File: src/hw/lcmrc_pkg.sv
// Constants, types and register map of the light curtain muting and restart control
`default_nettype none
package lcmrc_pkg;
  // Clock and time base
  localparam int unsigned CLK_HZ        = 25_000_000;  // System clock rate
  localparam int unsigned MS_PER_S      = 1000;        // Milliseconds in a second
  localparam int unsigned MS_CYCLES     = CLK_HZ / MS_PER_S;  // Cycles in one millisecond
  localparam int unsigned TW            = 24;          // Width of millisecond timers
  localparam real         SIMUL_WIN_S   = 0.5;         // Sensor simultaneity window, seconds
  localparam int unsigned MUTE_MAX_MIN  = 10;          // Longest muting episode, minutes
  localparam logic [TW-1:0] SIMUL_WIN_MS = TW'(int'(SIMUL_WIN_S * 1000.0));
  localparam logic [TW-1:0] MUTE_MAX_MS  = TW'(MUTE_MAX_MIN * 60 * MS_PER_S);

  // Fieldbus station address
  localparam int unsigned  STA_W        = 8;
  localparam logic [STA_W-1:0] STATION_RST = 8'h21;   // Own station address after reset

  // Process image layout
  localparam int unsigned IMG_W         = 32;
  localparam int unsigned IN_GUARD      = 0;   // Guard output status, 1 = guard output on
  localparam int unsigned IN_MUTE       = 8;   // Muting active flag
  localparam int unsigned IN_SENS1      = 10;  // Muting sensor 1 busy
  localparam int unsigned IN_SENS2      = 11;  // Muting sensor 2 busy
  localparam int unsigned IN_LOCAL      = 14;  // Local button, 0 = operated
  localparam int unsigned IN_LOCK       = 15;  // Restart interlock active
  localparam int unsigned OUT_SELF_CHECK = 1;  // Self-check request
  localparam int unsigned OUT_PERMIT    = 9;   // Override permit
  localparam int unsigned OUT_RESTART   = 14;  // Remote restart request

  // Register byte offsets
  localparam int unsigned AW            = 8;
  localparam logic [AW-1:0] REG_CTRL     = 8'h00;
  localparam logic [AW-1:0] REG_SIMUL    = 8'h04;
  localparam logic [AW-1:0] REG_MUTE     = 8'h08;
  localparam logic [AW-1:0] REG_STATION  = 8'h0c;
  localparam logic [AW-1:0] REG_ZONE     = 8'h10;
  localparam logic [AW-1:0] REG_STATUS   = 8'h14;
  localparam logic [AW-1:0] REG_IRQ_STAT = 8'h18;
  localparam logic [AW-1:0] REG_IRQ_MASK = 8'h1c;

  // Control register fields
  localparam int unsigned CTRL_MANUAL   = 0;
  localparam int unsigned CTRL_TOTAL    = 1;
  localparam logic [1:0]  CTRL_RST      = 2'h3;
  localparam logic [31:0] ZONE_RST      = 32'h0000_0000;

  // Event bits of status and mask registers
  localparam int unsigned EV_BREAK      = 0;
  localparam int unsigned EV_TIMEOUT    = 1;
  localparam int unsigned EV_LATE       = 2;
  localparam int unsigned EV_RESTART    = 3;
  localparam int unsigned EV_OVRD       = 4;
  localparam int unsigned EV_W          = 5;

  // Bus constants
  localparam logic [2:0]  HSIZE_WORD    = 3'h2;

  // Control states
  typedef enum logic [2:0] {
    ST_LOCK  = 3'b000,
    ST_RUN   = 3'b001,
    ST_WAIT2 = 3'b010,
    ST_MUTE  = 3'b011,
    ST_OVRD  = 3'b100,
    ST_FAULT = 3'b101
  } lcmrc_state_t;

  // Software configuration
  typedef struct packed {
    logic            manual;
    logic            total;
    logic [TW-1:0]   simul_ms;
    logic [TW-1:0]   mute_ms;
    logic [STA_W-1:0] station;
    logic [31:0]     zone;
  } lcmrc_cfg_t;

  // Commands from the controller's output image
  typedef struct packed {
    logic permit;
    logic restart;
    logic self_check;
  } lcmrc_cmd_t;
endpackage
`default_nettype wire

File: src/hw/lcmrc_sync.sv
// Two flip-flop synchroniser for pin inputs
`default_nettype none
module lcmrc_sync #(
  parameter int unsigned W = 1
) (
  input  wire logic         sys_clk_i,
  input  wire logic         rst_n_i,
  input  wire logic [W-1:0] async_i,
  output logic      [W-1:0] sync_o
);
  logic [W-1:0] meta_q;  // First stage, read only by the second
  logic [W-1:0] sync_q;  // Second stage

  // Two stages in series
  always_ff @(posedge sys_clk_i or negedge rst_n_i) begin
    if (!rst_n_i) begin
      meta_q <= '0;
      sync_q <= '0;
    end else begin
      meta_q <= async_i;
      sync_q <= meta_q;
    end
  end

  assign sync_o = sync_q;
endmodule
`default_nettype wire

File: src/hw/lcmrc_tick.sv
// Millisecond tick generator
`default_nettype none
module lcmrc_tick #(
  parameter int unsigned CYC = lcmrc_pkg::MS_CYCLES
) (
  input  wire logic sys_clk_i,
  input  wire logic rst_n_i,
  output logic      tick_o
);
  localparam int unsigned CW = (CYC > 1) ? $clog2(CYC) : 1;  // Counter width
  localparam logic [CW-1:0] LAST = CW'(CYC - 1);              // Final count

  logic [CW-1:0] cnt_q;  // Cycle counter
  logic [CW-1:0] cnt_d;
  logic          tick_q; // One-cycle pulse
  logic          tick_d;

  // Next count and pulse
  always_comb begin
    tick_d = (cnt_q == LAST);
    cnt_d  = tick_d ? '0 : cnt_q + CW'(1);
  end

  // Register
  always_ff @(posedge sys_clk_i or negedge rst_n_i) begin
    if (!rst_n_i) begin
      cnt_q  <= '0;
      tick_q <= 1'b0;
    end else begin
      cnt_q  <= cnt_d;
      tick_q <= tick_d;
    end
  end

  assign tick_o = tick_q;
endmodule
`default_nettype wire

File: src/hw/lcmrc_top.sv
// Light curtain restart interlock, muting sequencer, image exchange and register slave
`default_nettype none
module lcmrc_top #(
  parameter int unsigned NBEAMS    = 16,
  parameter int unsigned MS_CYCLES = lcmrc_pkg::MS_CYCLES
) (
  input  wire logic                          sys_clk_i,
  input  wire logic                          rst_n_i,
  input  wire logic                          hsel_i,
  input  wire logic [31:0]                   haddr_i,
  input  wire logic [1:0]                    htrans_i,
  input  wire logic                          hwrite_i,
  input  wire logic [2:0]                    hsize_i,
  input  wire logic [31:0]                   hwdata_i,
  input  wire logic                          hready_i,
  output logic                               hreadyout_o,
  output logic                               hresp_o,
  output logic [31:0]                        hrdata_o,
  input  wire logic [NBEAMS-1:0]             beams_clear_i,
  input  wire logic [1:0]                    mute_sensor_i,
  input  wire logic                          local_button_n_i,
  input  wire logic                          image_valid_i,
  input  wire logic [lcmrc_pkg::STA_W-1:0]   image_addr_i,
  input  wire logic [lcmrc_pkg::IMG_W-1:0]   output_image_i,
  output logic      [lcmrc_pkg::IMG_W-1:0]   input_image_o,
  output logic                               safety_switch_output_o,
  output logic                               irq_o
);
  import lcmrc_pkg::*;

  // Synchronised pins
  logic [NBEAMS-1:0] beams_s;     // 1 = beam clear
  logic [1:0]        sens_s;      // 1 = sensor busy
  logic              btn_s;       // 1 = local button operated; reset 0 reads as released
  logic              tick;        // Millisecond pulse

  lcmrc_sync #(.W(NBEAMS + 3)) u_sync (
    .sys_clk_i (sys_clk_i),
    .rst_n_i   (rst_n_i),
    .async_i   ({beams_clear_i, mute_sensor_i, ~local_button_n_i}),
    .sync_o    ({beams_s, sens_s, btn_s})
  );

  lcmrc_tick #(.CYC(MS_CYCLES)) u_tick (
    .sys_clk_i (sys_clk_i),
    .rst_n_i   (rst_n_i),
    .tick_o    (tick)
  );

  // Register state
  lcmrc_cfg_t    cfg_q, cfg_d;        // Configuration
  logic [EV_W-1:0] stat_q, stat_d;    // Sticky events
  logic [EV_W-1:0] mask_q, mask_d;    // Interrupt mask
  logic          wr_q, wr_d;          // Write pending in data phase
  logic [AW-1:0] addr_q, addr_d;      // Data phase address
  logic [31:0]   rdata_q, rdata_d;    // Read data
  // Control state
  lcmrc_state_t  st_q, st_d;          // Sequencer state
  logic [TW-1:0] simul_q, simul_d;    // Simultaneity timer, ms
  logic [TW-1:0] mute_q, mute_d;      // Muting duration timer, ms
  logic [IMG_W-1:0] img_q, img_d;     // Accepted output image
  logic [IMG_W-1:0] in_img_q, in_img_d;  // Input image to controller
  logic          guard_q, guard_d;    // Guard output
  logic [2:0]    prev_q, prev_d;      // Previous request levels
  // Combinational helpers
  lcmrc_cmd_t    cmd;                 // Commands from image
  logic [EV_W-1:0] ev;                // Events this cycle
  logic [NBEAMS-1:0] mute_mask;       // Beams ignored now
  logic          raw_clear;           // All beams clear
  logic          muted_clear;         // Unmasked beams clear
  logic          sens_any, sens_both; // Sensor states
  logic          local_press;         // Local button operated
  logic          rst_rise, chk_rise, loc_rise;  // Request edges
  logic          ovr_req;             // Override request
  logic          ap;                  // Address phase taken
  logic          muting_now;          // Muted state

  // Read decode
  function automatic logic [31:0] rd_mux(input logic [AW-1:0] a, input lcmrc_cfg_t c,
                                         input logic [EV_W-1:0] s, input logic [EV_W-1:0] m,
                                         input logic [7:0] sts);
    logic [31:0] r;
    r = '0;
    case (a)
      REG_CTRL:     r = {30'h0, c.total, c.manual};
      REG_SIMUL:    r = {{(32-TW){1'b0}}, c.simul_ms};
      REG_MUTE:     r = {{(32-TW){1'b0}}, c.mute_ms};
      REG_STATION:  r = {{(32-STA_W){1'b0}}, c.station};
      REG_ZONE:     r = c.zone;
      REG_STATUS:   r = {24'h0, sts};
      REG_IRQ_STAT: r = {{(32-EV_W){1'b0}}, s};
      REG_IRQ_MASK: r = {{(32-EV_W){1'b0}}, m};
      default:      r = '0;          // Unmapped reads zero
    endcase
    return r;
  endfunction

  // Field evaluation and request edges
  always_comb begin
    cmd.permit     = img_q[OUT_PERMIT];
    cmd.restart    = img_q[OUT_RESTART];
    cmd.self_check = img_q[OUT_SELF_CHECK];
    muting_now  = (st_q == ST_MUTE) || (st_q == ST_OVRD);
    mute_mask   = muting_now ? (cfg_q.total ? '1 : cfg_q.zone[NBEAMS-1:0]) : '0;
    raw_clear   = &beams_s;
    muted_clear = &(beams_s | mute_mask);
    sens_any    = |sens_s;
    sens_both   = &sens_s;
    local_press = btn_s;
    loc_rise    = local_press & ~prev_q[0];
    rst_rise    = (cmd.restart & ~prev_q[1]) | loc_rise;
    chk_rise    = cmd.self_check & ~prev_q[2];
    ovr_req     = cmd.permit & (loc_rise | rst_rise | chk_rise);
  end

  // Sequencer next state
  always_comb begin
    st_d    = st_q;
    simul_d = simul_q;
    mute_d  = mute_q;
    ev      = '0;
    prev_d  = {cmd.self_check, cmd.restart, local_press};
    case (st_q)
      ST_LOCK, ST_FAULT: begin
        if (ovr_req && sens_any) begin        // Override of blocked muting
          st_d = ST_OVRD;
          mute_d = '0;
          ev[EV_OVRD] = 1'b1;
        end else if (!raw_clear) begin
          if (st_q == ST_FAULT) begin         // Normal evaluation after late sensor
            st_d = ST_LOCK;
            ev[EV_BREAK] = 1'b1;
          end
        end else if (st_q == ST_FAULT) begin
          if (!sens_any) begin
            st_d = ST_RUN;
          end
        end else if (!cfg_q.manual || rst_rise) begin
          st_d = ST_RUN;
          ev[EV_RESTART] = 1'b1;
        end
      end
      ST_RUN: begin
        if (!raw_clear) begin                 // Beam break
          st_d = ST_LOCK;
          ev[EV_BREAK] = 1'b1;
        end else if (sens_both) begin
          st_d = ST_MUTE;
          mute_d = '0;
        end else if (sens_any) begin          // First sensor starts window
          st_d = ST_WAIT2;
          simul_d = '0;
        end
      end
      ST_WAIT2: begin
        if (!raw_clear) begin
          st_d = ST_LOCK;
          ev[EV_BREAK] = 1'b1;
        end else if (!sens_any) begin
          st_d = ST_RUN;
        end else if (simul_q > cfg_q.simul_ms) begin  // Window expired
          st_d = ST_FAULT;
          ev[EV_LATE] = 1'b1;
        end else if (sens_both) begin
          st_d = ST_MUTE;
          mute_d = '0;
        end else if (tick) begin
          simul_d = simul_q + TW'(1);
        end
      end
      ST_MUTE, ST_OVRD: begin
        if (mute_q >= cfg_q.mute_ms) begin    // Duration limit
          st_d = raw_clear ? ST_RUN : ST_LOCK;
          ev[EV_TIMEOUT] = 1'b1;
        end else if (!sens_any || (st_q == ST_OVRD && !cmd.permit)) begin
          st_d = raw_clear ? ST_RUN : ST_LOCK;
        end else if (!muted_clear) begin      // Break outside muted beams
          st_d = ST_LOCK;
          ev[EV_BREAK] = 1'b1;
        end else if (tick) begin
          mute_d = mute_q + TW'(1);
        end
      end
      default: begin
        st_d = ST_LOCK;
      end
    endcase
    // Image accepted only when addressed to this station
    img_d = (image_valid_i && image_addr_i == cfg_q.station) ? output_image_i : img_q;
    guard_d = (st_d != ST_LOCK) && !img_d[OUT_SELF_CHECK];
    in_img_d = '0;
    in_img_d[IN_GUARD] = guard_d;
    in_img_d[IN_MUTE]  = (st_d == ST_MUTE) || (st_d == ST_OVRD);
    in_img_d[IN_SENS1] = sens_s[0];
    in_img_d[IN_SENS2] = sens_s[1];
    in_img_d[IN_LOCAL] = ~btn_s;
    in_img_d[IN_LOCK]  = (st_d == ST_LOCK);
  end

  // Sequencer registers
  always_ff @(posedge sys_clk_i or negedge rst_n_i) begin
    if (!rst_n_i) begin
      st_q     <= ST_LOCK;
      simul_q  <= '0;
      mute_q   <= '0;
      img_q    <= '0;
      in_img_q <= '0;
      guard_q  <= 1'b0;
      prev_q   <= '0;
    end else begin
      st_q     <= st_d;
      simul_q  <= simul_d;
      mute_q   <= mute_d;
      img_q    <= img_d;
      in_img_q <= in_img_d;
      guard_q  <= guard_d;
      prev_q   <= prev_d;
    end
  end

  // Bus slave next state
  always_comb begin
    ap      = hsel_i && hready_i && htrans_i[1];
    wr_d    = ap && hwrite_i && (hsize_i == HSIZE_WORD);
    addr_d  = ap ? haddr_i[AW-1:0] : addr_q;
    rdata_d = (ap && !hwrite_i) ?
              rd_mux(haddr_i[AW-1:0], cfg_q, stat_q, mask_q,
                     {2'b00, st_q, cmd.permit, muting_now, guard_q}) : rdata_q;
    cfg_d   = cfg_q;
    mask_d  = mask_q;
    stat_d  = stat_q | ev;                   // Set wins over clear
    if (wr_q) begin
      case (addr_q)
        REG_CTRL: begin
          cfg_d.manual = hwdata_i[CTRL_MANUAL];
          cfg_d.total  = hwdata_i[CTRL_TOTAL];
        end
        REG_SIMUL:    cfg_d.simul_ms = hwdata_i[TW-1:0];
        REG_MUTE:     cfg_d.mute_ms  = hwdata_i[TW-1:0];
        REG_STATION:  cfg_d.station  = hwdata_i[STA_W-1:0];
        REG_ZONE:     cfg_d.zone     = hwdata_i;
        REG_IRQ_STAT: stat_d = (stat_q & ~hwdata_i[EV_W-1:0]) | ev;
        REG_IRQ_MASK: mask_d = hwdata_i[EV_W-1:0];
        default: begin
        end
      endcase
    end
  end

  // Bus slave registers
  always_ff @(posedge sys_clk_i or negedge rst_n_i) begin
    if (!rst_n_i) begin
      cfg_q   <= '{manual: CTRL_RST[CTRL_MANUAL], total: CTRL_RST[CTRL_TOTAL],
                   simul_ms: SIMUL_WIN_MS, mute_ms: MUTE_MAX_MS,
                   station: STATION_RST, zone: ZONE_RST};
      stat_q  <= '0;
      mask_q  <= '0;
      wr_q    <= 1'b0;
      addr_q  <= '0;
      rdata_q <= '0;
    end else begin
      cfg_q   <= cfg_d;
      stat_q  <= stat_d;
      mask_q  <= mask_d;
      wr_q    <= wr_d;
      addr_q  <= addr_d;
      rdata_q <= rdata_d;
    end
  end

  // Outputs
  assign hreadyout_o            = 1'b1;
  assign hresp_o                = 1'b0;
  assign hrdata_o               = rdata_q;
  assign input_image_o          = in_img_q;
  assign safety_switch_output_o = guard_q;
  assign irq_o                  = |(stat_q & mask_q);
endmodule
`default_nettype wire

File: config.mk
export PLATFORM = sky130hd
export DESIGN_NAME = lcmrc_top
export DESIGN_NICKNAME = d
export VERILOG_FILES = /design/src/hw/lcmrc_pkg.sv /design/src/hw/lcmrc_sync.sv /design/src/hw/lcmrc_tick.sv /design/src/hw/lcmrc_top.sv
export SDC_FILE = /design/constraint.sdc
export NUM_CORES = 1
export LEC_CHECK = 0
export BUFFER_PORTS_ARGS = -buffer_cell sky130_fd_sc_hd__buf_4
export CAP_MARGIN = 40
export CORE_AREA = 4 4 175 177
export CTS_BUF_LIST = sky130_fd_sc_hd__clkbuf_16
export DETAILED_ROUTE_END_ITERATION = 8
export DIE_AREA = 0 0 179 181
export PLACE_DENSITY_LB_ADDON = 0.25
export REMOVE_ABC_BUFFERS = 1
export SYNTH_ARGS = -nofsm -noshare
export SYNTH_HDL_FRONTEND = slang
export SYNTH_HIERARCHICAL = 1
export SYNTH_SLANG_ARGS = --single-unit
File: constraint.sdc
create_clock -name sys_clk_i -period 5.6 [get_ports sys_clk_i]
set_clock_uncertainty 0.05 [all_clocks]
set_input_delay 0 -clock sys_clk_i [delete_from_list [all_inputs] [get_ports sys_clk_i]]
set_output_delay 0 -clock sys_clk_i [all_outputs]
set_load 0.005 [all_outputs]
==> metrics.txt, run 1 <==
Most used DFF post-synth=dfrtp_1; routability cong.=0.861; num rows=63; Cell Area, Placed=14000 sq um; synth cell count leaders=dfrtp_1, nand2_1, o21ai_0, mux2_2, inv_1; first-pass GRT wire length=52.7 mm; Num CTS Buffers=28; post-synth top area share=46.6%; total number of vias=9961; drc violations=0; setup tns final=0 ns; Tot Pwr=4.27 mW; diode count=0; sequential fraction of the synthesis area=50.2%; die width=179 microns; number of register bits inferred by synthesis=258; Pleak=7.11 nW; CP max stage delay=0.74 ns; CP max stage cell=nand3_1; Tot GR Track Use=20.0%; post-layout net count=1598; crit path DAT=4.10 ns; asr flop ratio synth=100%; CP Capture Type=flip-flop; synthesized area=12900 sq um; clock buffer depth=3; min Tclk post-route=3.67 ns; setup ws final=1.93 ns; Mapped Cells=1248; Layout Cells excl Fill=1825; area grow syn2layout=20.6%; final wirelength=32.8 mm; placed wire-length estimate=23.1 mm; initial antenna violation count=0; Final Cell Area=15600 sq um; worst min path class=in2async; Synth area leader=dfrtp_1; Port Buffers=119; crit path kind=reg2reg; via-per-instance ratio=5.46; slew margin rel.=39.0%; crit share post-route=65.5%; required time worst endpoint=6.03 ns; Setup WS pre-CTS=1.97 ns; dpl cells=1706; GRT Residual Overflow=0; critical path peak fanout=20; Starting DRT DRC Count=738; hold slack=0.0194 ns; Avg Cell Area, Syn=10.3 sq um; post-CTS resize count=0; # IOs=202; vias in the first global route=9726; Reg clk slew, reported paths=0.06 ns; Setup Buffers After CTS=0; RSZ-0062 raised after global routing=no; cts hold-fix bufs=67; Clock Latency Late Sink=0.55 ns; final slew viol count=0; die height=181 microns; final setup fails=0; clk sink count=258; pin count of the biggest net entering global routing=157; Core ar.=29200 sq um; share of cells above drive strength 1=20.6%; result of the run=completed; measured slew at the worst slew-check pin=0.912 ns; VDD IR max=0.000209 V; die area=32400 sq um; CTS tree=built; router iterations before antenna repair=5; Final Util=53.2%; YS warnings=6; Max Clk Rate=273 MHz; Routed Antenna Nets=0; final hold viol count=0; Synth area leaders=dfrtp_1, mux2_2, ha_1, o21ai_0, nand2_1; Clk Tree Root Cell=clkbuf_16; PwrDens=274 nW/um^2; critical-path cell list=inv_1 > ha_1 > a21oi_1 > o21ai_1 > a222oi_1 > or3b_1 > o22ai_4 > nand3_1 > nor4_1 > o22a_1; Post-synth EDFFs=0; wire per inst=18.0 microns; startpoint class of the critical path=flip-flop; Initial Utilization=44.1%; max cap viols=0; number of H-tree levels=1; most numerous cell in the Yosys netlist=dfrtp_1; distinct cell type count after synthesis=79
-- layout by cell type, fill, tap and decap left out, drive strengths merged, types with 44 or more instances in the layout --
| cell | count |
|---|---|
| a21oi | 44 |
| buf | 131 |
| dfrtp | 240 |
| dlygate4sd3 | 67 |
| ha | 51 |
| inv | 81 |
| mux2 | 83 |
| nand2 | 129 |
| nor2 | 68 |
| o21ai | 110 |
-- path summary, 6_finish.rpt --
| path | startpoint | cells after the start | endpoint | slack (ns) |
|---|---|---|---|---|
| max | cfg_q[72] | 10 | simul_q[7] | 1.93 |
| min | rst_n_i | 2 | hrdata_o[17] | 0.02 |
| max reg2reg | cfg_q[72] | 10 | simul_q[7] | 1.93 |
| min reg2reg | u_sync/meta_q[16] | 0 | u_sync/sync_o[16] | 0.30 |
| max in group asynchronous | rst_n_i | 3 | prev_q[0] | 4.21 |
| min in group sys_clk_i | image_addr_i[3] | 5 | img_q[9] | 0.04 |
-- power breakdown --
part | switching [mW] | internal, mW | total, mW
registers | 0.0749 | 1.96 | 2.03
clock network | 0.762 | 0.955 | 1.72
logic | 0.280 | 0.237 | 0.517
-- cell type report --
class                      count  area [sq um]
fill                        2562         13700
timing repair buffer         198          1700
tap                          390           488
inverter                      74           278
clock buffer                  28           701
clock inverter                24           151
sequential                   258          6480
multi-input combinational    853          5760
-- flip-flops by register name (all words and copies together), names as in the netlist --
name and count:
img_q 3, simul_q 24, st_q 3, stat_q 5, cfg_q 90, input_image_o 6
prev_q 3, hrdata_o 32, u_sync/sync_o 19, mute_q 24, mask_q 5, addr_q 8
u_tick/cnt_q 15, wr_q 1, u_tick/tick_o 1, u_sync/meta_q 19
-- kinds of logic (layout without fill, tap and decap cells) --
group,after synthesis,count (layout),synth area share [%]
and+or+nand+nor,369,369,14.4
AOI/OAI and AO/OA,298,298,15.2
DFF,258,258,50.2
buffers and inverters,163,324,6.02
muxes,89,89,7.91
adders and majority gates,51,51,4.95
xor gates and xnor gates,18,18,1.22
other,2,28,0.0582
-- worst max-delay path: cells and delay by family, from the launching register on --
family	cells	cell delay (ns)
adders and majority gates	1	0.18
AOI/OAI and AO/OA	5	1.15
buffers and inverters	1	0.04
and+or+nand+nor	3	1.66
DFF	1	0.54
-- layer usage --
metal / vias up / wire length, microns / track usage, %
met5: - / 0 / 0
met1: 4930 / 14900 / 29.4
li1: 4774 / - / -
met2: 223 / 15700 / 32.2
met3: 34 / 1700 / 2.28
met4: 0 / 497 / 4.42
Power figures use the tool's default switching activity.
==> run 2: changes to the inputs <==
==> constraint.sdc (replaced) <==
create_clock -name sys_clk_i -period 3.75 [get_ports sys_clk_i]
set_clock_uncertainty 0.05 [all_clocks]
set_input_delay 0 -clock sys_clk_i [delete_from_list [all_inputs] [get_ports sys_clk_i]]
set_output_delay 0 -clock sys_clk_i [all_outputs]
set_load 0.005 [all_outputs]
==> run 2 against run 1 <==
  * First-iteration DRC count increased by 2.3%
  * Largest power group unchanged
  * Wire length rose by 1.0%
  * Non-clock buffer count increased by 7
  * Critical path depth is 1 higher
  * Highest routed layer unchanged
  * Clock power grew 69%
  * Critical endpoint is now mute_q[19]
  * Combinational power rose by 52%
  * Setup slack lost 1.5 ns
  * Power increased by 58%
  * Via count increased by 1.2%
==> metrics.txt, run 2 (synthesis results as in run 1) <==
met1 WL=14.9 mm; Reg with most FFs=cfg_q; crit share post-route=87.2%; Tot GR Track Use=20.2%; clock buffer depth=3; # IOs=202; total number of vias=10.1k; Clk Tree Root Cell=clkbuf_16; GRT Residual Overflow=0; Reg clk slew, reported paths=0.06 ns; area grow syn2layout=22.0%; number of H-tree levels=1; first-pass GRT wire length=52.8 mm; r2r setup slk=0.48 ns; crit path DAT=3.63 ns; final wirelength=33.1 mm; Reg-to-Reg End=mute_q[19]; PwrDens=428 nW/um^2; wire length on met2=15.6 mm; worst min path class=in2async; required time worst endpoint=4.11 ns; Cell Area, Placed=14100 sq um; Core ar.=29200 sq um; clk sink count=258; Port Buffers=119; Num CTS Buffers=28; share of cells above drive strength 1=21.2%; Initial Utilization=44.1%; die area=32400 sq um; num rows=63; max cap viols=0; setup tns final=0 ns; vias in the first global route=9742; min Tclk post-route=3.27 ns; final setup fails=0; r2r worst-path depth=11; startpoint class of the critical path=flip-flop; CP Capture Type=flip-flop; initial antenna violation count=0; top sig layer=met4; RSZ-0062 raised after global routing=no; most frequent cells in the layout=dfrtp_1, buf_4, nand2_1, o21ai_0, mux2_2; routability cong.=0.856; die height=181 microns; diode count=0; max reg flops=90; CTS tree=built; launching point of the worst reg2reg path=cfg_q[49]; pin count of the biggest net entering global routing=108; Worst Setup EP=mute_q[19]; die width=179 microns; crit path kind=reg2reg; critical path launch point=cfg_q[49]; measured slew at the worst slew-check pin=0.868 ns; Starting DRT DRC Count=755; FILL cells=2545; Clock Latency Late Sink=0.56 ns; router iterations before antenna repair=6; Routed Antenna Nets=0; critical path peak fanout=26; Pleak=7.20 nW; slew margin rel.=42.1%; hold slack=0.00760 ns; final slew viol count=0; Max Clk Rate=306 MHz; commonest non-fill, non-tap cell in the layout=dfrtp_1; drc violations=0; wire per inst=18.1 microns; post-CTS resize count=0; multi-input logic area=5750 sq um; Final Cell Area=15700 sq um; result of the run=completed; placed wire-length estimate=23.4 mm; routed wire length on met3=1.69 mm; final hold viol count=0; post-layout net count=1605; VDD IR max=0.000334 V; FF+latch area=6480 sq um; via-per-instance ratio=5.50
-- run 2: through the flow --
| stage | power, mW | util, % | cells | worst slack [ns] |
|---|---|---|---|---|
| floorplan | 3.42 | - | 1185 | 0.228 |
| global placement | 3.81 | 48.1 | 1712 | 0.537 |
| detailed placement | 3.82 | 48.2 | 1714 | 0.468 |
| CTS | 6.78 | 53.8 | 1832 | 0.439 |
| global route | 7.01 | 53.8 | 1832 | 0.336 |
| finish | 6.73 | 53.8 | 1832 | 0.479 |
-- run 2: layout make-up --
class | count | share of cell area (%)
clock buffer | 28 | 4.45
inverter | 74 | 1.77
multi-input combinational | 853 | 36.6
timing repair buffer | 205 | 11.2
sequential | 258 | 41.2
tap | 390 | 3.10
clock inverter | 24 | 1.76
-- run 2: how the worst min path moves through the flow --
stage               cells after the start                end  slack (ns)
floorplan                               0          addr_q[0]       -0.35
global placement                        1   u_sync/meta_q[6]        0.06
detailed placement                      1  u_sync/meta_q[11]        0.06
CTS                                     3        hrdata_o[5]        0.02
global route                            3        hrdata_o[5]        0.03
finish                                  2       hrdata_o[17]       0.008
-- run 2: critical path: stages, from the launching register on --
cell and delay [ns]:
dfstp_2 0.53, inv_1 0.07, ha_1 0.31, a21o_1 0.18
a221o_1 0.31, a221oi_1 0.31, o21ai_1 0.17, and4b_1 0.44
buf_12 0.21, nor2_1 0.16, o31ai_1 0.27, o41ai_1 0.12
-- run 2: timing repair --
| item | CTS | global route |
|---|---|---|
| hold buffers | 66 | 0 |
| setup buffers | 0 | 0 |
| hold endpoints to repair | 254 | 0 |
-- run 2: where the power goes --
part / internal (mW) / total [mW] / leakage (nW) / switching, mW
registers: 2.92 / 3.03 / 3.14 / 0.111
clock network: 1.77 / 2.91 / 0.484 / 1.14
logic: 0.363 / 0.786 / 3.58 / 0.423
total: 5.05 / 6.73 / 7.20 / 1.67
-- run 2: metal layers --
metal	global-route usage, %	up-vias
met4	5.77	0
met2	32.2	275
li1	-	4787
met1	29.2	4964
met5	0	-
met3	2.45	54
==> run 3: changes to the inputs <==
==> constraint.sdc (replaced) <==
create_clock -name sys_clk_i -period 3.6 [get_ports sys_clk_i]
set_clock_uncertainty 0.05 [all_clocks]
set_input_delay 0 -clock sys_clk_i [delete_from_list [all_inputs] [get_ports sys_clk_i]]
set_output_delay 0 -clock sys_clk_i [all_outputs]
set_load 0.005 [all_outputs]
==> run 3 against run 2 <==
  * Setup slack worse by 0.24 ns
  * Combinational power grew 5.9%
  * Register-to-register slack worse by 0.24 ns
  * Worst hold slack better by 0.011 ns
  * Non-clock buffer count shrank 2
  * First-iteration DRC count increased by 6.2%
  * Final area rose by 0.45%
  * Count of clock-buffer cells in the layout up 1
  * Sequential share of layout area decreased by 0.19 points
  * Critical path type unchanged
  * Largest cell class unchanged
==> metrics.txt, run 3 (synthesis results as in run 1) <==
max cap viols=0; die height=181 microns; wire per inst=18.2 microns; measured slew at the worst slew-check pin=0.876 ns; VDD IR max=0.000419 V; startpoint class of the critical path=flip-flop; hold slack=0.0185 ns; crit path kind=reg2reg; CP max stage cell=dfstp_2; setup tns final=0 ns; Routed Antenna Nets=0; # IOs=202; crit path DAT=3.72 ns; CTS tree=built; Reg clk slew, reported paths=0.06 ns; launching point of the worst reg2reg path=cfg_q[49]; Num CTS Buffers=29; Cell Area, Placed=14100 sq um; share of cells above drive strength 1=21.4%; number of H-tree levels=1; commonest non-fill, non-tap cell in the layout=dfrtp_1; first-pass GRT wire length=53.1 mm; final wirelength=33.4 mm; clk sink count=258; WP depth=11; die area=32400 sq um; GRT Residual Overflow=0; r2r setup slk=0.24 ns; Final Cell Area=15800 sq um; Core ar.=29200 sq um; slew margin rel.=41.6%; worst path bufs/invs=2; result of the run=completed; Clk Tree Root Cell=clkbuf_16; crit share post-route=93.4%; max reg flops=90; via-per-instance ratio=5.47; critical-path cell list=inv_1 > ha_1 > a21o_1 > a221o_1 > a221oi_1 > o21ai_1 > and4b_1 > buf_12 > nor2_1 > o31ai_1 > o41ai_1; Setup WS pre-CTS=0.300 ns; pin count of the biggest net entering global routing=105; worst min path class=in2async; vias in the first global route=9688; Max Clk Rate=298 MHz; final hold viol count=0; total number of vias=10.0k; final slew viol count=0; drc violations=0; Final Util=54.0%; Worst Setup EP=mute_q[19]; PwrDens=456 nW/um^2; FF+latch area=6480 sq um; Starting DRT DRC Count=802; critical path launch point=cfg_q[49]; post-layout net count=1604; multi-input logic area=5750 sq um; Clock Latency Late Sink=0.54 ns; RSZ-0062 raised after global routing=no; setup ws final=0.239 ns; Pleak=7.23 nW; min Tclk post-route=3.36 ns; CP max stage delay=0.53 ns; Reg with most FFs=cfg_q; CP Capture Type=flip-flop; router iterations before antenna repair=5; die width=179 microns; Layout Cells excl Fill=1831; clock buffer depth=3; required time worst endpoint=3.95 ns; area grow syn2layout=22.5%; diode count=0; final setup fails=0; Port Buffers=119; routability cong.=0.851; initial antenna violation count=0; FILL cells=2512; placed wire-length estimate=23.6 mm; dpl cells=1713; Initial Utilization=44.1%; num rows=63; most frequent cells in the layout=dfrtp_1, buf_4, nand2_1, o21ai_0, mux2_2; Reg-to-Reg End=mute_q[19]; cell family with most CP delay=compound AO/OA/AOI/OAI gates; r2r worst-path depth=11; critical path peak fanout=26; Tot GR Track Use=20.4%; Tot Pwr=7.21 mW
[run 3: worst min-delay path by stage]
stage | from | end | slack [ns] | cells past startpoint
2_1_floorplan | rst_n_i | addr_q[0] | -0.35 | 0
3_3_place_gp | rst_n_i | hrdata_o[17] | 0.04 | 1
3_5_place_dp | rst_n_i | hrdata_o[17] | 0.06 | 1
4_1_cts | htrans_i[1] | wr_q | 0.003 | 3
5_1_grt | hready_i | wr_q | 0.05 | 3
6_report | rst_n_i | hrdata_o[17] | 0.02 | 2
[run 3: cell type report]
| class | instances | area share, % |
|---|---|---|
| clock buffer | 29 | 4.59 |
| clock inverter | 24 | 2.04 |
| inverter | 74 | 1.76 |
| multi-input combinational | 853 | 36.4 |
| sequential | 258 | 41.0 |
| tap | 390 | 3.09 |
| timing repair buffer | 203 | 11.1 |
[run 3: where the power goes]
part	total [mW]	switching, mW	internal, mW
registers	3.16	0.115	3.04
logic	0.832	0.447	0.385
clock network	3.22	1.19	2.04
total	7.21	1.75	5.47
[run 3: repair_timing]
item | CTS | global route
gates resized for setup | 0 | 0
buffers inserted | 0 | 0
endpoints found under the hold margin | 251 | 0
hold buffers | 65 | 0
[run 3: metal layers]
layer / global-route usage, % / vias up / wire length, microns
met3: 2.82 / 52 / 1550
met1: 29.2 / 4959 / 14900
met5: 0 / - / 0
met4: 4.21 / 0 / 693
met2: 33.4 / 227 / 16300
li1: - / 4780 / -
